File: config.mk
export PLATFORM = sky130hd
export DESIGN_NAME = tpg_gpio
export DESIGN_NICKNAME = d
export VERILOG_FILES = /design/src/common/tpg_pkg.sv /design/src/verilog/tpg_gpio.sv /design/src/verilog/tpg_pin_sync.sv
export SDC_FILE = /design/constraint.sdc
export NUM_CORES = 1
export LEC_CHECK = 0
export BUFFER_PORTS_ARGS = -buffer_cell sky130_fd_sc_hd__clkbuf_2
export CAP_MARGIN = 20
export CORE_MARGIN = 4
export CORE_UTILIZATION = 43
export DETAILED_ROUTE_END_ITERATION = 8
export PLACE_DENSITY = 0.78
export SETUP_SLACK_MARGIN = 0.1
export SLEW_MARGIN = 20
export SYNTH_ARGS = -nofsm -noshare
export SYNTH_HDL_FRONTEND = slang
export SYNTH_HIERARCHICAL = 1
export SYNTH_SLANG_ARGS = --single-unit
export TNS_END_PERCENT = 20
File: constraint.sdc
create_clock -name clk_sys -period 2.1 [get_ports clk_sys]
set_input_delay 0.42 -clock clk_sys [delete_from_list [all_inputs] [get_ports clk_sys]]
set_output_delay 0.42 -clock clk_sys [all_outputs]
set_load 0.05 [all_outputs]
File: src/common/tpg_pkg.sv
package tpg_pkg;

    // port widths
    localparam int T_W = 4;
    localparam int T_FN_W = 2;
    localparam int S_W = 2;

    // register indices; byte address is index times four
    localparam int IDX_W = 14;
    localparam int ADDR_LSB = 2;
    localparam logic [IDX_W-1:0] IDX_T_LATCH = 14'h0008;
    localparam logic [IDX_W-1:0] IDX_S_LATCH = 14'h0009;
    localparam logic [IDX_W-1:0] IDX_T_PIN = 14'h0015;
    localparam logic [IDX_W-1:0] IDX_T_DIR = 14'h0f22;
    localparam logic [IDX_W-1:0] IDX_S_DIR = 14'h0f23;
    localparam logic [IDX_W-1:0] IDX_S_PU = 14'h0f30;
    localparam logic [IDX_W-1:0] IDX_T_FC = 14'h0f3c;
    localparam logic [IDX_W-1:0] IDX_S_FC = 14'h0f3d;
    localparam logic [IDX_W-1:0] IDX_S_DRV = 14'h0f4a;

    // reset values
    localparam logic [T_W-1:0] T_RST = 4'h0;
    localparam logic [T_FN_W-1:0] T_FN_RST = 2'h0;
    localparam logic [S_W-1:0] S_RST = 2'h0;
    localparam logic [31:0] WORD_ZERO = 32'h0000_0000;

    // ahb-lite encodings
    localparam int HTRANS_ACT_BIT = 1;
    localparam logic HRESP_OKAY = 1'b0;

    typedef struct packed {
        logic hsel;
        logic [31:0] haddr;
        logic [1:0] htrans;
        logic hwrite;
        logic [2:0] hsize;
        logic [31:0] hwdata;
        logic hready;
    } tpg_ahb_req_s;

    typedef struct packed {
        logic [31:0] hrdata;
        logic hreadyout;
        logic hresp;
    } tpg_ahb_rsp_s;

endpackage : tpg_pkg

File: src/verilog/tpg_gpio.sv
// The AHB-Lite interface to the registers was left to the implementer.
`timescale 1ns/100ps
`default_nettype none

// Functional notes
// RL1: the timer port has four bits, each input or output, shared with timer in and out signals.
// RL2: timer port bits 0 and 1 with direction 0 are inputs feeding the timer capture, 1 outputs.
// RL3: timer port bits 0 and 1 with function 0 drive the latch, with 1 drive the timer pulse.
// RL4: the timer pin input register returns the pin level for input bits and zero otherwise.
// RL5: the timer pin input register shows pins on bits 0 to 3 and zero above.
// RL6: the serial port has two bits, each input or output.
// RL7: serial bits in input pass the pin to receive, in output with function 1 drive transmit.
// RL8: software must also set up the serial selection logic to use the serial port.
// RL9: each serial bit selects push-pull drive with 0 and open-drain drive with 1.
// RL10: a serial latch 1 drives high in push-pull and releases the pin in open-drain.
// RL11: each serial bit has a software controlled pull-up.
// RL12: the pull-up acts only in input mode or open-drain output, and is off otherwise.
// RL13: a serial latch 0 drives low in output mode, and all control bits reset to zero.
// RL14: unimplemented upper register bits read zero and ignore writes.
module tpg_gpio (
    input wire logic clk_sys,
    input wire logic reset,
    input wire tpg_pkg::tpg_ahb_req_s ahb_req,
    output tpg_pkg::tpg_ahb_rsp_s ahb_rsp,
    input wire logic [tpg_pkg::T_W-1:0] timer_pin_in,
    output logic [tpg_pkg::T_W-1:0] timer_pin_out,
    output logic [tpg_pkg::T_W-1:0] timer_pin_oe_n,
    input wire logic pulse_gen_out_a,
    input wire logic pulse_gen_out_b,
    input wire logic pulse_width_out_a,
    input wire logic pulse_width_out_b,
    input wire logic [tpg_pkg::T_FN_W-1:0] pulse_width_sel,
    output logic timer_capture_in_a,
    output logic timer_capture_in_b,
    input wire logic [tpg_pkg::S_W-1:0] serial_pin_in,
    output logic [tpg_pkg::S_W-1:0] serial_pin_out,
    output logic [tpg_pkg::S_W-1:0] serial_pin_oe_n,
    output logic [tpg_pkg::S_W-1:0] serial_pullup_en,
    input wire logic [tpg_pkg::S_W-1:0] serial_transmit_out,
    output logic [tpg_pkg::S_W-1:0] serial_receive_in
);
    import tpg_pkg::*;

    typedef struct packed {
        logic [T_W-1:0] t_latch;
        logic [T_W-1:0] t_dir;
        logic [T_FN_W-1:0] t_fc;
        logic [S_W-1:0] s_latch;
        logic [S_W-1:0] s_dir;
        logic [S_W-1:0] s_fc;
        logic [S_W-1:0] s_od;
        logic [S_W-1:0] s_pu;
        logic wr_pend;
        logic [IDX_W-1:0] wr_idx;
        logic [31:0] rdata;
        logic ready;
        logic resp;
        logic [T_W-1:0] t_out;
        logic [T_W-1:0] t_oe_n;
        logic [T_FN_W-1:0] cap;
        logic [S_W-1:0] s_out;
        logic [S_W-1:0] s_oe_n;
        logic [S_W-1:0] s_pu_en;
        logic [S_W-1:0] rx;
    } tpg_state_s;

    tpg_state_s q;
    tpg_state_s n;

    logic [T_W+S_W-1:0] pins_sync;
    logic [T_W-1:0] t_sync;
    logic [S_W-1:0] s_sync;
    logic [T_FN_W-1:0] ppg_v;
    logic [T_FN_W-1:0] pwm_v;
    logic addr_ph;
    logic addr_ok;
    logic [IDX_W-1:0] addr_idx;

    ////////////////////////////////////////////////////////////////////////////////
    // pin synchronisers

    tpg_pin_sync #(
        .WIDTH(T_W + S_W)
    ) u_sync (
        .clk_sys(clk_sys),
        .reset(reset),
        .pin_async({serial_pin_in, timer_pin_in}),
        .pin_sync(pins_sync)
    );

    assign t_sync = pins_sync[T_W-1:0];
    assign s_sync = pins_sync[T_W+S_W-1:T_W];
    assign ppg_v = {pulse_gen_out_b, pulse_gen_out_a};
    assign pwm_v = {pulse_width_out_b, pulse_width_out_a};

    ////////////////////////////////////////////////////////////////////////////////
    // bus decode

    // misaligned or beyond the index range counts as unmapped
    function automatic logic addr_valid(input logic [31:0] a);
        addr_valid = (a[ADDR_LSB-1:0] == '0) && (a[31:ADDR_LSB+IDX_W] == '0);
    endfunction : addr_valid

    // read value; unmapped and upper bits give zero
    function automatic logic [31:0] rd_mux(input tpg_state_s s, input logic [IDX_W-1:0] idx,
                                           input logic [T_W-1:0] tp);
        rd_mux = WORD_ZERO;
        case (idx)
            IDX_T_LATCH: rd_mux[T_W-1:0] = s.t_latch;
            IDX_T_PIN: rd_mux[T_W-1:0] = tp & ~s.t_dir; // RL4 RL5
            IDX_T_DIR: rd_mux[T_W-1:0] = s.t_dir;
            IDX_T_FC: rd_mux[T_FN_W-1:0] = s.t_fc;
            IDX_S_LATCH: rd_mux[S_W-1:0] = s.s_latch;
            IDX_S_DIR: rd_mux[S_W-1:0] = s.s_dir;
            IDX_S_FC: rd_mux[S_W-1:0] = s.s_fc;
            IDX_S_DRV: rd_mux[S_W-1:0] = s.s_od;
            IDX_S_PU: rd_mux[S_W-1:0] = s.s_pu;
            default: rd_mux = WORD_ZERO; // RL14
        endcase
    endfunction : rd_mux

    assign addr_ph = ahb_req.hsel && ahb_req.htrans[HTRANS_ACT_BIT] && ahb_req.hready;
    assign addr_ok = addr_valid(ahb_req.haddr);
    assign addr_idx = ahb_req.haddr[ADDR_LSB+IDX_W-1:ADDR_LSB];

    ////////////////////////////////////////////////////////////////////////////////
    // next state

    always_comb begin
        n = q;
        n.ready = 1'b1;
        n.resp = HRESP_OKAY;
        // write lands in the data phase; only the low bits are kept
        if (q.wr_pend) begin
            case (q.wr_idx)
                IDX_T_LATCH: n.t_latch = ahb_req.hwdata[T_W-1:0];
                IDX_T_DIR: n.t_dir = ahb_req.hwdata[T_W-1:0]; // RL1 RL2
                IDX_T_FC: n.t_fc = ahb_req.hwdata[T_FN_W-1:0]; // RL14
                IDX_S_LATCH: n.s_latch = ahb_req.hwdata[S_W-1:0];
                IDX_S_DIR: n.s_dir = ahb_req.hwdata[S_W-1:0]; // RL6
                IDX_S_FC: n.s_fc = ahb_req.hwdata[S_W-1:0];
                IDX_S_DRV: n.s_od = ahb_req.hwdata[S_W-1:0]; // RL9
                IDX_S_PU: n.s_pu = ahb_req.hwdata[S_W-1:0]; // RL11
                default: n.wr_pend = 1'b0;
            endcase
        end
        n.wr_pend = 1'b0;
        n.rdata = WORD_ZERO;
        if (addr_ph && addr_ok) begin
            if (ahb_req.hwrite) begin
                n.wr_pend = 1'b1;
                n.wr_idx = addr_idx;
            end else begin
                // reads after the pending write, so back-to-back sees new data
                n.rdata = rd_mux(n, addr_idx, t_sync);
            end
        end
        // timer port drive
        n.t_oe_n = ~q.t_dir; // RL2
        // bits above the function field stay plain port bits
        n.t_out = q.t_latch; // RL1
        for (int i = 0; i < T_FN_W; i++) begin
            if (q.t_fc[i]) begin
                n.t_out[i] = pulse_width_sel[i] ? pwm_v[i] : ppg_v[i]; // RL3
            end
        end
        n.cap = t_sync[T_FN_W-1:0] & ~q.t_dir[T_FN_W-1:0]; // RL2
        // serial port drive
        for (int i = 0; i < S_W; i++) begin
            n.s_out[i] = (q.s_fc[i] && q.s_dir[i]) ? serial_transmit_out[i] : q.s_latch[i]; // RL7
            // open drain never drives high, it only releases
            n.s_oe_n[i] = !q.s_dir[i] || (q.s_od[i] && n.s_out[i]); // RL10 RL13
            if (q.s_od[i]) begin
                n.s_out[i] = 1'b0; // RL9
            end
        end
        n.s_pu_en = q.s_pu & (~q.s_dir | q.s_od); // RL12
        n.rx = s_sync & ~q.s_dir; // RL7
    end

    always_ff @(posedge clk_sys) begin
        if (reset) begin
            q <= '0; // RL13
            q.ready <= 1'b1;
            q.t_oe_n <= '1;
            q.s_oe_n <= '1;
        end else begin
            q <= n;
        end
    end

    ////////////////////////////////////////////////////////////////////////////////
    // outputs

    assign ahb_rsp.hrdata = q.rdata;
    assign ahb_rsp.hreadyout = q.ready;
    assign ahb_rsp.hresp = q.resp;
    assign timer_pin_out = q.t_out;
    assign timer_pin_oe_n = q.t_oe_n;
    assign timer_capture_in_a = q.cap[0];
    assign timer_capture_in_b = q.cap[1];
    assign serial_pin_out = q.s_out;
    assign serial_pin_oe_n = q.s_oe_n;
    assign serial_pullup_en = q.s_pu_en;
    assign serial_receive_in = q.rx;
endmodule : tpg_gpio

`default_nettype wire

File: src/verilog/tpg_pin_sync.sv
`timescale 1ns/100ps
`default_nettype none

module tpg_pin_sync #(
    parameter int WIDTH = 6
) (
    input wire logic clk_sys,
    input wire logic reset,
    input wire logic [WIDTH-1:0] pin_async,
    output logic [WIDTH-1:0] pin_sync
);
    import tpg_pkg::*;

    typedef struct packed {
        logic [WIDTH-1:0] meta;
        logic [WIDTH-1:0] stable;
    } tpg_sync_s;

    tpg_sync_s q;
    tpg_sync_s d;

    // first stage feeds only the second
    always_comb begin
        d.meta = pin_async;
        d.stable = q.meta;
    end

    always_ff @(posedge clk_sys) begin
        if (reset) begin
            q <= '0;
        end else begin
            q <= d;
        end
    end

    assign pin_sync = q.stable;

endmodule : tpg_pin_sync

`default_nettype wire

==> run_results.csv, run 1 <==
group,metric,value,unit
clock_tree,cts.sinks,69,
clock_tree,cts_tree,"done",
synthesis,async_flop_share,0,%
final_layout,final_nets,543,
setup_path,cp_top_family,"simple AND/OR/NAND/NOR gates",
detailed_routing,drt.antenna.violating_nets,0,
clock_tree,numCtsBuffers,9,
pwr,leakage,1.817,nW
synthesis,syn_inst,361,
die,initial_core_util,45.09,%
synthesis,syn_area,3341,um^2
synthesis,ys_seq_elements,69,
detailed_routing,drc,0,
detailed_routing,vias,2835,
timing,setup_viol,3,
global_route,grt_pass1_vias,2808,
global_route,grt_max_degree,66,
setup_path,path_buf_inv,1,
final_layout,final_cell_mix,"clkbuf_2 (77), dfxtp_1 (66), nor2_1 (50)",
synthesis,dominantRegCellSynth,"dfxtp_1",
setup_path,path_max_fanout,3,
detailed_routing,drtIter0Drc,146,
setup_path,crit_path_top_delay_cell,"or4b_4",
setup_path,rr_endpoint,"ahb_rsp[2]$_SDFF_PP0_",
pwr,fin_total_pwr,2.815,mW
die,dieHeight,96.14,um
run_status,violations,"negative setup slack",
clock_tree,clkTransAtPathRegs,70,ps
die,pin_count,140,
run_status,status,"finished, violations left",
synthesis,yosysUniqueCellTypes,47,
worst_hold_path,hold_end,"u_sync/d[0]$_SDFF_PP0_",
final_layout,antenna_cells,0,
pwr,powerDensity,674.6,nW/um^2
setup_path,max_stage_delay,590,ps
flow_run,maxCapViolCount,0,
setup_path,cp_data_arrival_time,2370,ps
timing,min_period_over_period,102.8,%
timing,fin_ws,-59.70,ps
pwr,peakVddDrop,0.4701,mV
final_layout,stdcell_count,559,
place,place_congestion,0.9509,
clock_tree,cts-htree-levels,3,
synthesis,syn_avg_cell_area,9.254,um^2
die,rows,31,
die,die_x,96.14,um
clock_tree,root_buffer,"clkbuf_8",
timing,skew,8.113,ps
synthesis,ys_warn_count,6,
place,dp_hpwl,5881,um
timing,slew_violations,0,
timing,rsz0062_at_grt,"yes",
detailed_routing,vias_per_cell,5.072,
final_layout,drive_above_1_share,36.52,%
global_route,track_usage,17.91,%
final_layout,area.growth.synth_to_final,24.91,%
clock_tree,hold_buffers,0,
detailed_routing,routed_wl,8182,um
global_route,antenna_found_initial,0,
final_layout,final_common_cell,"clkbuf_2",
timing,report.final.hold_viol_count,0,
detailed_routing,routedWlPerCell,14.64,um
timing,fin_crit,2160,ps
worst_hold_path,min_path_cells,2,
clock_tree,clk_latency,350,ps
synthesis,seq_area_frac_synth,41.35,%
setup_path,reg2reg_slack,-60,ps
setup_path,reg2reg_from,"q[64]$_SDFFE_PP0P_",
global_route,grt_pass1_wl,12670,um
synthesis,synth_edf_count,0,
setup_path,start_kind,"flip-flop",
die,core_area,7408,um^2
worst_hold_path,worstHoldPathType,"input pin to flip-flop",
die,dieArea,9243,um^2
timing,fmax,463.0,MHz
setup_path,ff2ff_path_depth,7,
setup_path,crit_chain,"or4b_4 -> nor4_4 -> buf_4 -> mux2i_2 -> nor2_1 -> a21oi_2 -> a41oi_1",
clock_tree,clk_path_buf_depth,2,
worst_hold_path,min_from,"timer_pin_in[0]",
setup_path,path_class,"flip-flop to flip-flop",
setup_path,required,2310,ps
detailed_routing,first_pass_iters,4,
place,dp.cells,535,
global_route,grt_overflow_total,0,
setup_path,critPathCaptureType,"flip-flop",
place,io_buffers,77,
[per-layer routing]
| metal | routed length [um] | track usage, % | vias to the layer above |
|---|---|---|---|
| met5 | 0 | 0 | - |
| met4 | 230 | 7.583 | 0 |
| met3 | 536 | 5.786 | 27 |
| met2 | 4089 | 30.53 | 112 |
| met1 | 3326 | 20.46 | 1314 |
| li1 | - | - | 1382 |
[power breakdown]
part / total, mW / internal [mW] / switching (mW)
combinational: 0.285 / 0.0795 / 0.206
sequential: 1.32 / 1.32 / 0.00326
clock: 1.21 / 0.698 / 0.508
[cells in the mapped netlist, types with 6 or more instances]
cell	instances	area (um^2)
nor4_1	9	56.30
buf_4	50	375.4
a21oi_1	8	40.04
dfxtp_1	69	1381
nor2_1	50	187.7
nand2_1	14	52.55
nor3b_1	9	67.56
nor3_1	11	55.05
nor2b_2	8	70.07
nand4_1	10	62.56
clkbuf_1	10	37.54
mux2i_1	36	360.4
nand2b_1	8	50.05
nand3_1	6	30.03
[what timing repair did]
| item | in CTS | in global routing |
|---|---|---|
| setup buffers | 4 | 4 |
| pin swaps | 2 | 5 |
| gates cloned | 0 | 0 |
| endpoints found under the setup margin | 4 | 7 |
| resized for setup | 8 | 11 |
[cell families after synthesis]
group	after synthesis	synth area share (%)
buffers and inverters	66	13.30
AOI/OAI and AO/OA	27	5.131
muxes	38	11.46
other	2	0.2248
and+or+nand+nor	159	28.54
DFF	69	41.35
[flip-flops by register name (all words and copies together) (netlist names)]
register / cells
serial_pin_oe_n: 2
q: 33
timer_capture_in_a: 1
u_sync/pin_sync: 6
ahb_rsp: 4
serial_pin_out: 2
serial_pullup_en: 2
timer_pin_oe_n: 4
timer_capture_in_b: 1
timer_pin_out: 4
n: 2
u_sync/d: 6
serial_receive_in: 2
[stage by stage]
stage | utilization (%) | setup TNS [ps] | area (um^2) | hold WS, ps | worst slack [ps]
detailed placement | 51.11 | -258.7 | 3786 | 394.8 | -164.4
finish | 56.32 | -93.54 | 4173 | 286.8 | -59.70
floorplan | - | 0 | 3453 | 369.7 | 108.9
global placement | 51.11 | -209.1 | 3786 | 381.3 | -106.2
CTS | 55.01 | -82.95 | 4075 | 278.0 | -61.95
global route | 56.32 | -402.4 | 4173 | 271.1 | -138.6
[how the worst max path moves through the flow]
| stage | from | endpoint | slack (ps) | cells after the start |
|---|---|---|---|---|
| floorplan | ahb_req[42] | ahb_rsp[2]$_SDFF_PP0_ | 110 | 6 |
| global placement | ahb_req[42] | ahb_rsp[3]$_SDFF_PP0_ | -110 | 7 |
| detailed placement | ahb_req[42] | ahb_rsp[2]$_SDFF_PP0_ | -160 | 7 |
| CTS | q[58]$_SDFFE_PP0P_ | ahb_rsp[2]$_SDFF_PP0_ | -60 | 6 |
| global route | q[64]$_SDFFE_PP0P_ | ahb_rsp[2]$_SDFF_PP0_ | -140 | 7 |
| finish | q[64]$_SDFFE_PP0P_ | ahb_rsp[2]$_SDFF_PP0_ | -60 | 7 |
[area by class of cell]
type / instances / area, um^2
clock inverters: 6 / 86.33
flip-flops and latches: 69 / 1385
multi-input cells: 254 / 1710
fillers: 660 / 3236
clock buffers: 10 / 137.6
inverters: 4 / 15.01
well taps: 99 / 123.9
repair buffers: 117 / 714.4
[worst reg2reg max path: stages (launching register included)]
cell	delay, ps
dfxtp_2	330
or4b_4	590
nor4_4	310
buf_4	180
mux2i_2	240
nor2_1	90
a21oi_2	130
a41oi_1	150
Note: power is estimated with default switching activity, not from simulation.
==> run 2: changes to the inputs <==
- REMOVE_ABC_BUFFERS: default -> 1
==> run 2 against run 1 <==
Net effect:
- the flow still finishes with violations (negative setup slack)
- utilization fell by 1.1 points
- routed wire length fell by 4.6%
- final cell count fell by 0.18%
- combinational power barely moved
- die area did not move
- first-iteration DRC count fell by 34%
- sequential cell count did not move
- critical path type unchanged
- largest cell class unchanged
- largest power group unchanged
- highest routed layer unchanged
==> run_results.csv, run 2 (same netlist as run 1, synthesis figures left out) <==
group,metric,value,unit
timing,report.final.hold_viol_count,0,
global_route,grt_pass1_wl,12320,um
timing,min_period_over_period,102.5,%
clock_tree,hold_buffers,0,
timing,slew_headroom,64.38,%
global_route,grt_pass1_vias,2680,
pwr,p_int,1.882,mW
die,die_x,96.14,um
clock_tree,cts.sinks,69,
final_layout,final_cell_mix,"clkbuf_2 (77), dfxtp_1 (68), nor2_1 (49)",
timing,worst_pin_slew,529.4,ps
clock_tree,numCtsBuffers,9,
final_layout,final_common_cell,"clkbuf_2",
die,dieArea,9243,um^2
pwr,powerDensity,622.1,nW/um^2
detailed_routing,vias_per_cell,4.996,
final_layout,regArea,1383,um^2
setup_path,crit_path_top_delay_cell,"or4b_4",
die,core_area,7408,um^2
clock_tree,clk_path_buf_depth,2,
setup_path,required,2290,ps
timing,fin_ws,-52.38,ps
timing,rsz0062_at_grt,"yes",
setup_path,start_kind,"flip-flop",
pwr,share_seq_of_total_power,52.1,%
worst_hold_path,worstHoldPathType,"input pin to flip-flop",
final_layout,antenna_cells,0,
place,dp_hpwl,5828,um
run_status,status,"finished, violations left",
final_layout,largest_reg_flops,33,
timing,setup_viol,3,
die,pin_count,140,
detailed_routing,routed_wl,7809,um
setup_path,max_stage_delay,580,ps
pwr,fin_total_pwr,2.543,mW
final_layout,drive_above_1_share,34.86,%
clock_tree,clk_latency,330,ps
timing,skew,6.985,ps
place,dp.cells,540,
global_route,antenna_found_initial,0,
detailed_routing,first_pass_iters,4,
die,initial_core_util,45.09,%
pwr,combPwrFrac,11.2,%
detailed_routing,drtIter0Drc,97,
clock_tree,root_buffer,"clkbuf_8",
timing,setup_tns,-95.65,ps
clock_tree,cts-htree-levels,3,
die,dieHeight,96.14,um
pwr,leakage,1.760,nW
setup_path,path_max_fanout,3,
pwr,pwr-share-clk,36.8,%
global_route,grt_max_degree,66,
final_layout,largest_register,"q",
final_layout,final_nets,544,
final_layout,area.growth.synth_to_final,22.36,%
setup_path,cp_top_family,"simple AND/OR/NAND/NOR gates",
pwr,p_sw_share,26.00,%
die,rows,31,
timing,slew_violations,0,
global_route,grt_overflow_total,0,
setup_path,path_buf_inv,0,
setup_path,path_class,"flip-flop to flip-flop",
timing,fmax,464.6,MHz
setup_path,crit_chain,"or4b_4 -> or4_4 -> mux2i_2 -> o22ai_1 -> nor2_1 -> a41oi_1",
final_layout,stdcell_count,558,
place,place_congestion,0.8682,
timing,whs,299.2,ps
clock_tree,clkTransAtPathRegs,70,ps
timing,fin_crit,2152,ps
final_layout,n_fill_cell,659,
pwr,p_sw,0.6611,mW
flow_run,maxCapViolCount,0,
run_status,violations,"negative setup slack",
global_route,track_usage,17.49,%
detailed_routing,routedWlPerCell,13.99,um
detailed_routing,vias,2788,
setup_path,cp_data_arrival_time,2340,ps
place,dp_slack,-240.9,ps
final_layout,multi_input_area,1678,um^2
pwr,peakVddDrop,0.3188,mV
detailed_routing,drt.antenna.violating_nets,0,
setup_path,critPathCaptureType,"flip-flop",
clock_tree,cts_tree,"done",
place,io_buffers,77,
detailed_routing,drc,0,
-- run 2: cell types whose count changed in the layout (fill, tap and decap cells not counted), sizes merged --
cell    change
clkbuf      +3
clkinv      -3
buf         +1
bufinv      -2
-- run 2: worst reg2reg max path, stage by stage (launching register included) --
cell and delay [ps]:
dfxtp_2 330, or4b_4 580, or4_4 550, mux2i_2 230, o22ai_1 110, nor2_1 110
a41oi_1 100
-- run 2: metrics by stage --
step / instance area [um^2] / util (%)
global route: 4088 / 55.18
global placement: 3829 / 51.68
finish: 4088 / 55.18
CTS: 4056 / 54.75
detailed placement: 3829 / 51.68
floorplan: 3017 / -
-- run 2: layout make-up --
class / count / area share [%]
flip-flops and latches: 69 / 33.82
clock buffers: 13 / 3.887
clock inverters: 1 / 0.1837
well taps: 99 / 3.030
repair buffers: 118 / 17.66
inverters: 4 / 0.3673
multi-input cells: 254 / 41.05
-- run 2: path summary, 6_finish.rpt --
path	from	endpoint	slack, ps	depth (start not counted)
worst max register to register	q[65]$_SDFFE_PP0P_	ahb_rsp[3]$_SDFF_PP0_	-50	6
worst min-delay path	timer_pin_in[0]	u_sync/d[0]$_SDFF_PP0_	300	2
worst max-delay path	q[65]$_SDFFE_PP0P_	ahb_rsp[3]$_SDFF_PP0_	-50	6
worst min register to register	q[82]$_SDFF_PP0_	timer_pin_oe_n[3]$_SDFF_PP1_	420	1
-- run 2: routing by layer --
metal	GRT usage [%]	up-vias	share of wire (%)
met5	0	-	0
li1	-	1381	-
met4	5.687	0	1.1
met3	6.333	12	10
met1	22.27	1266	42
met2	27.43	129	47
-- run 2: what timing repair did --
action | in CTS | in global routing
gates resized for setup | 7 | 6
cloned | 0 | 0
setup endpoints to repair | 8 | 15
pin swaps | 6 | 0
buffers inserted | 4 | 0
-- run 2: power groups by stage --
stage | clock, mW | sequential [mW] | combinational [mW]
floorplan | 0 | 1.36 | 0.155
global placement | 0 | 1.35 | 0.276
detailed placement | 0 | 1.35 | 0.279
CTS | 0.966 | 1.32 | 0.281
global route | 1.04 | 1.32 | 0.304
finish | 0.935 | 1.32 | 0.284
==> run 3: changes to the inputs <==
- GPL_TIMING_DRIVEN: default -> 0
==> run 3 against run 2 <==
Net effect:
- the flow still finishes with violations (negative setup slack)
- final area shrank 3.5%
- sequential share of layout area grew 1.5 points
- register-to-register slack lost 20 ps
- critical endpoint unchanged
==> run_results.csv, run 3 (same netlist as run 1, synthesis figures left out) <==
group,metric,value,unit
clock_tree,cts-htree-levels,3,
setup_path,start_kind,"flip-flop",
timing,fin_ws,-67.60,ps
clock_tree,hold_buffers,0,
worst_hold_path,min_path_cells,2,
setup_path,reg2reg_from,"q[57]$_SDFFE_PP0P_",
global_route,grt_overflow_total,0,
timing,slew_violations,0,
final_layout,antenna_cells,0,
clock_tree,cts_tree,"done",
clock_tree,clk_latency,340,ps
detailed_routing,wl_met1,3038,um
setup_path,cp_data_arrival_time,2360,ps
global_route,grt_pass1_wl,11470,um
die,initial_core_util,45.09,%
worst_hold_path,hold_end,"u_sync/d[0]$_SDFF_PP0_",
pwr,p_sw,0.6886,mW
final_layout,drive_above_1_share,33.49,%
timing,whs,282.1,ps
final_layout,final_cell_mix,"clkbuf_2 (76), dfxtp_1 (62), nor2_1 (50)",
clock_tree,cts.sinks,69,
die,core_area,7408,um^2
detailed_routing,highest-signal-layer,"met4",
detailed_routing,routedWlPerCell,13.84,um
setup_path,required,2290,ps
pwr,share_seq_of_total_power,48.3,%
final_layout,final_nets,514,
clock_tree,clkTransAtPathRegs,70,ps
die,dieArea,9243,um^2
timing,worst_pin_slew,856.4,ps
worst_hold_path,worstHoldPathType,"input pin to flip-flop",
final_layout,largest_reg_flops,33,
setup_path,path_class,"flip-flop to flip-flop",
timing,slew_headroom,42.72,%
pwr,combPwrFrac,9.8,%
setup_path,ff2ff_path_depth,6,
detailed_routing,drt.antenna.violating_nets,0,
setup_path,rr_endpoint,"ahb_rsp[3]$_SDFF_PP0_",
timing,fmax,461.3,MHz
detailed_routing,first_pass_iters,5,
final_layout,largest_register,"q",
global_route,grt_max_degree,67,
clock_tree,clk_path_buf_depth,2,
flow_run,maxCapViolCount,0,
place,dp_hpwl,5310,um
pwr,p_int,2.046,mW
pwr,leakage,1.670,nW
die,die_x,96.14,um
timing,setup_viol,2,
timing,skew,9.239,ps
detailed_routing,vias_per_cell,5.085,
timing,min_period_over_period,103.2,%
timing,rsz0062_at_grt,"yes",
pwr,powerDensity,693.0,nW/um^2
place,io_buffers,77,
final_layout,final_common_cell,"clkbuf_2",
global_route,grt_pass1_vias,2516,
global_route,track_usage,16.09,%
place,dp_slack,-464.1,ps
detailed_routing,route.met3.wl,655,um
die,rows,31,
detailed_routing,drc,0,
run_status,violations,"negative setup slack",
die,pin_count,140,
detailed_routing,vias,2690,
clock_tree,root_buffer,"clkbuf_8",
die,dieHeight,96.14,um
pwr,p_sw_share,25.18,%
pwr,pwr-share-clk,41.8,%
global_route,antenna_found_initial,0,
timing,report.final.hold_viol_count,0,
setup_path,path_max_fanout,4,
setup_path,critPathCaptureType,"flip-flop",
run_status,status,"finished, violations left",
place,place_congestion,0.8770,
final_layout,area.growth.synth_to_final,18.13,%
pwr,peakVddDrop,0.3986,mV
detailed_routing,routed_wl,7322,um
setup_path,reg2reg_slack,-70,ps
final_layout,final_util,53.27,%
clock_tree,numCtsBuffers,9,
detailed_routing,drtIter0Drc,110,
timing,fin_crit,2168,ps
worst_hold_path,min_from,"timer_pin_in[0]",
detailed_routing,dr_wl_met2,3552,um
## run 3: changes by cell type in the layout (fill, tap and decap cells not counted), moves of 3 or more
cell / delta
buf_4: -29
dfxtp_1: -6
dfxtp_2: +5
nor4_1: -3
## run 3: layout make-up
cell class                      count  area (um^2)
Timing Repair Buffer               88        478.0
Inverter                            4        15.01
Clock buffer                        9        123.9
Multi-Input combinational cell    254         1724
Clock inverter                      6        88.84
Sequential cell                    69         1393
Fill cell                         691         3462
Tap cell                           99        123.9
## run 3: layer usage
layer	track usage [%]	vias to the layer above
met1	19.89	1237
met3	4.691	9
li1	-	1318
met4	4.621	0
met2	27.03	126
met5	0	-
## run 3: what timing repair did
action                                 in CTS  in global routing
setup buffers                               7                  4
pin swaps                                  14                  9
setup endpoints to repair                  17                 22
endpoints found under the hold margin       0                  0
gates resized for setup                    18                  9
## run 3: how the worst max path moves through the flow
stage / start / end / slack [ps] / cells after the start
after floorplan: ahb_req[40] / q[52]$_SDFFE_PP0P_ / -20 / 5
after global placement: ahb_req[42] / ahb_rsp[3]$_SDFF_PP0_ / -440 / 5
after detailed placement: ahb_req[42] / ahb_rsp[3]$_SDFF_PP0_ / -460 / 5
after CTS: q[57]$_SDFFE_PP0P_ / ahb_rsp[3]$_SDFF_PP0_ / -40 / 6
after global routing: q[59]$_SDFFE_PP0P_ / ahb_rsp[3]$_SDFF_PP0_ / -140 / 6
final: q[57]$_SDFFE_PP0P_ / ahb_rsp[3]$_SDFF_PP0_ / -70 / 6
## run 3: worst max-delay path: stages, from the launching register on
cell and delay [ps]:
dfxtp_2 340, or4bb_1 500, or4_4 570, mux2i_2 230, o22ai_1 100, nor2_1 140
a41oi_2 130
## run 3: power groups by stage
stage / registers (mW) / logic, mW / clock network, mW
finish: 1.32 / 0.269 / 1.14
global route: 1.32 / 0.287 / 1.22
CTS: 1.32 / 0.263 / 1.17
detailed placement: 1.35 / 0.261 / 0
global placement: 1.35 / 0.257 / 0
floorplan: 1.36 / 0.155 / 0
## run 3: metrics by stage
| stage | instances | power [mW] | instance area, um^2 | setup TNS [ps] |
|---|---|---|---|---|
| after CTS | 525 | 2.757 | 3872 | -67.40 |
| final | 529 | 2.735 | 3946 | -102.7 |
| after global placement | 503 | 1.611 | 3526 | -7675 |
| after global routing | 529 | 2.833 | 3946 | -229.6 |
| after detailed placement | 503 | 1.614 | 3535 | -3655 |
| after floorplan | 327 | 1.515 | 3017 | -283.1 |
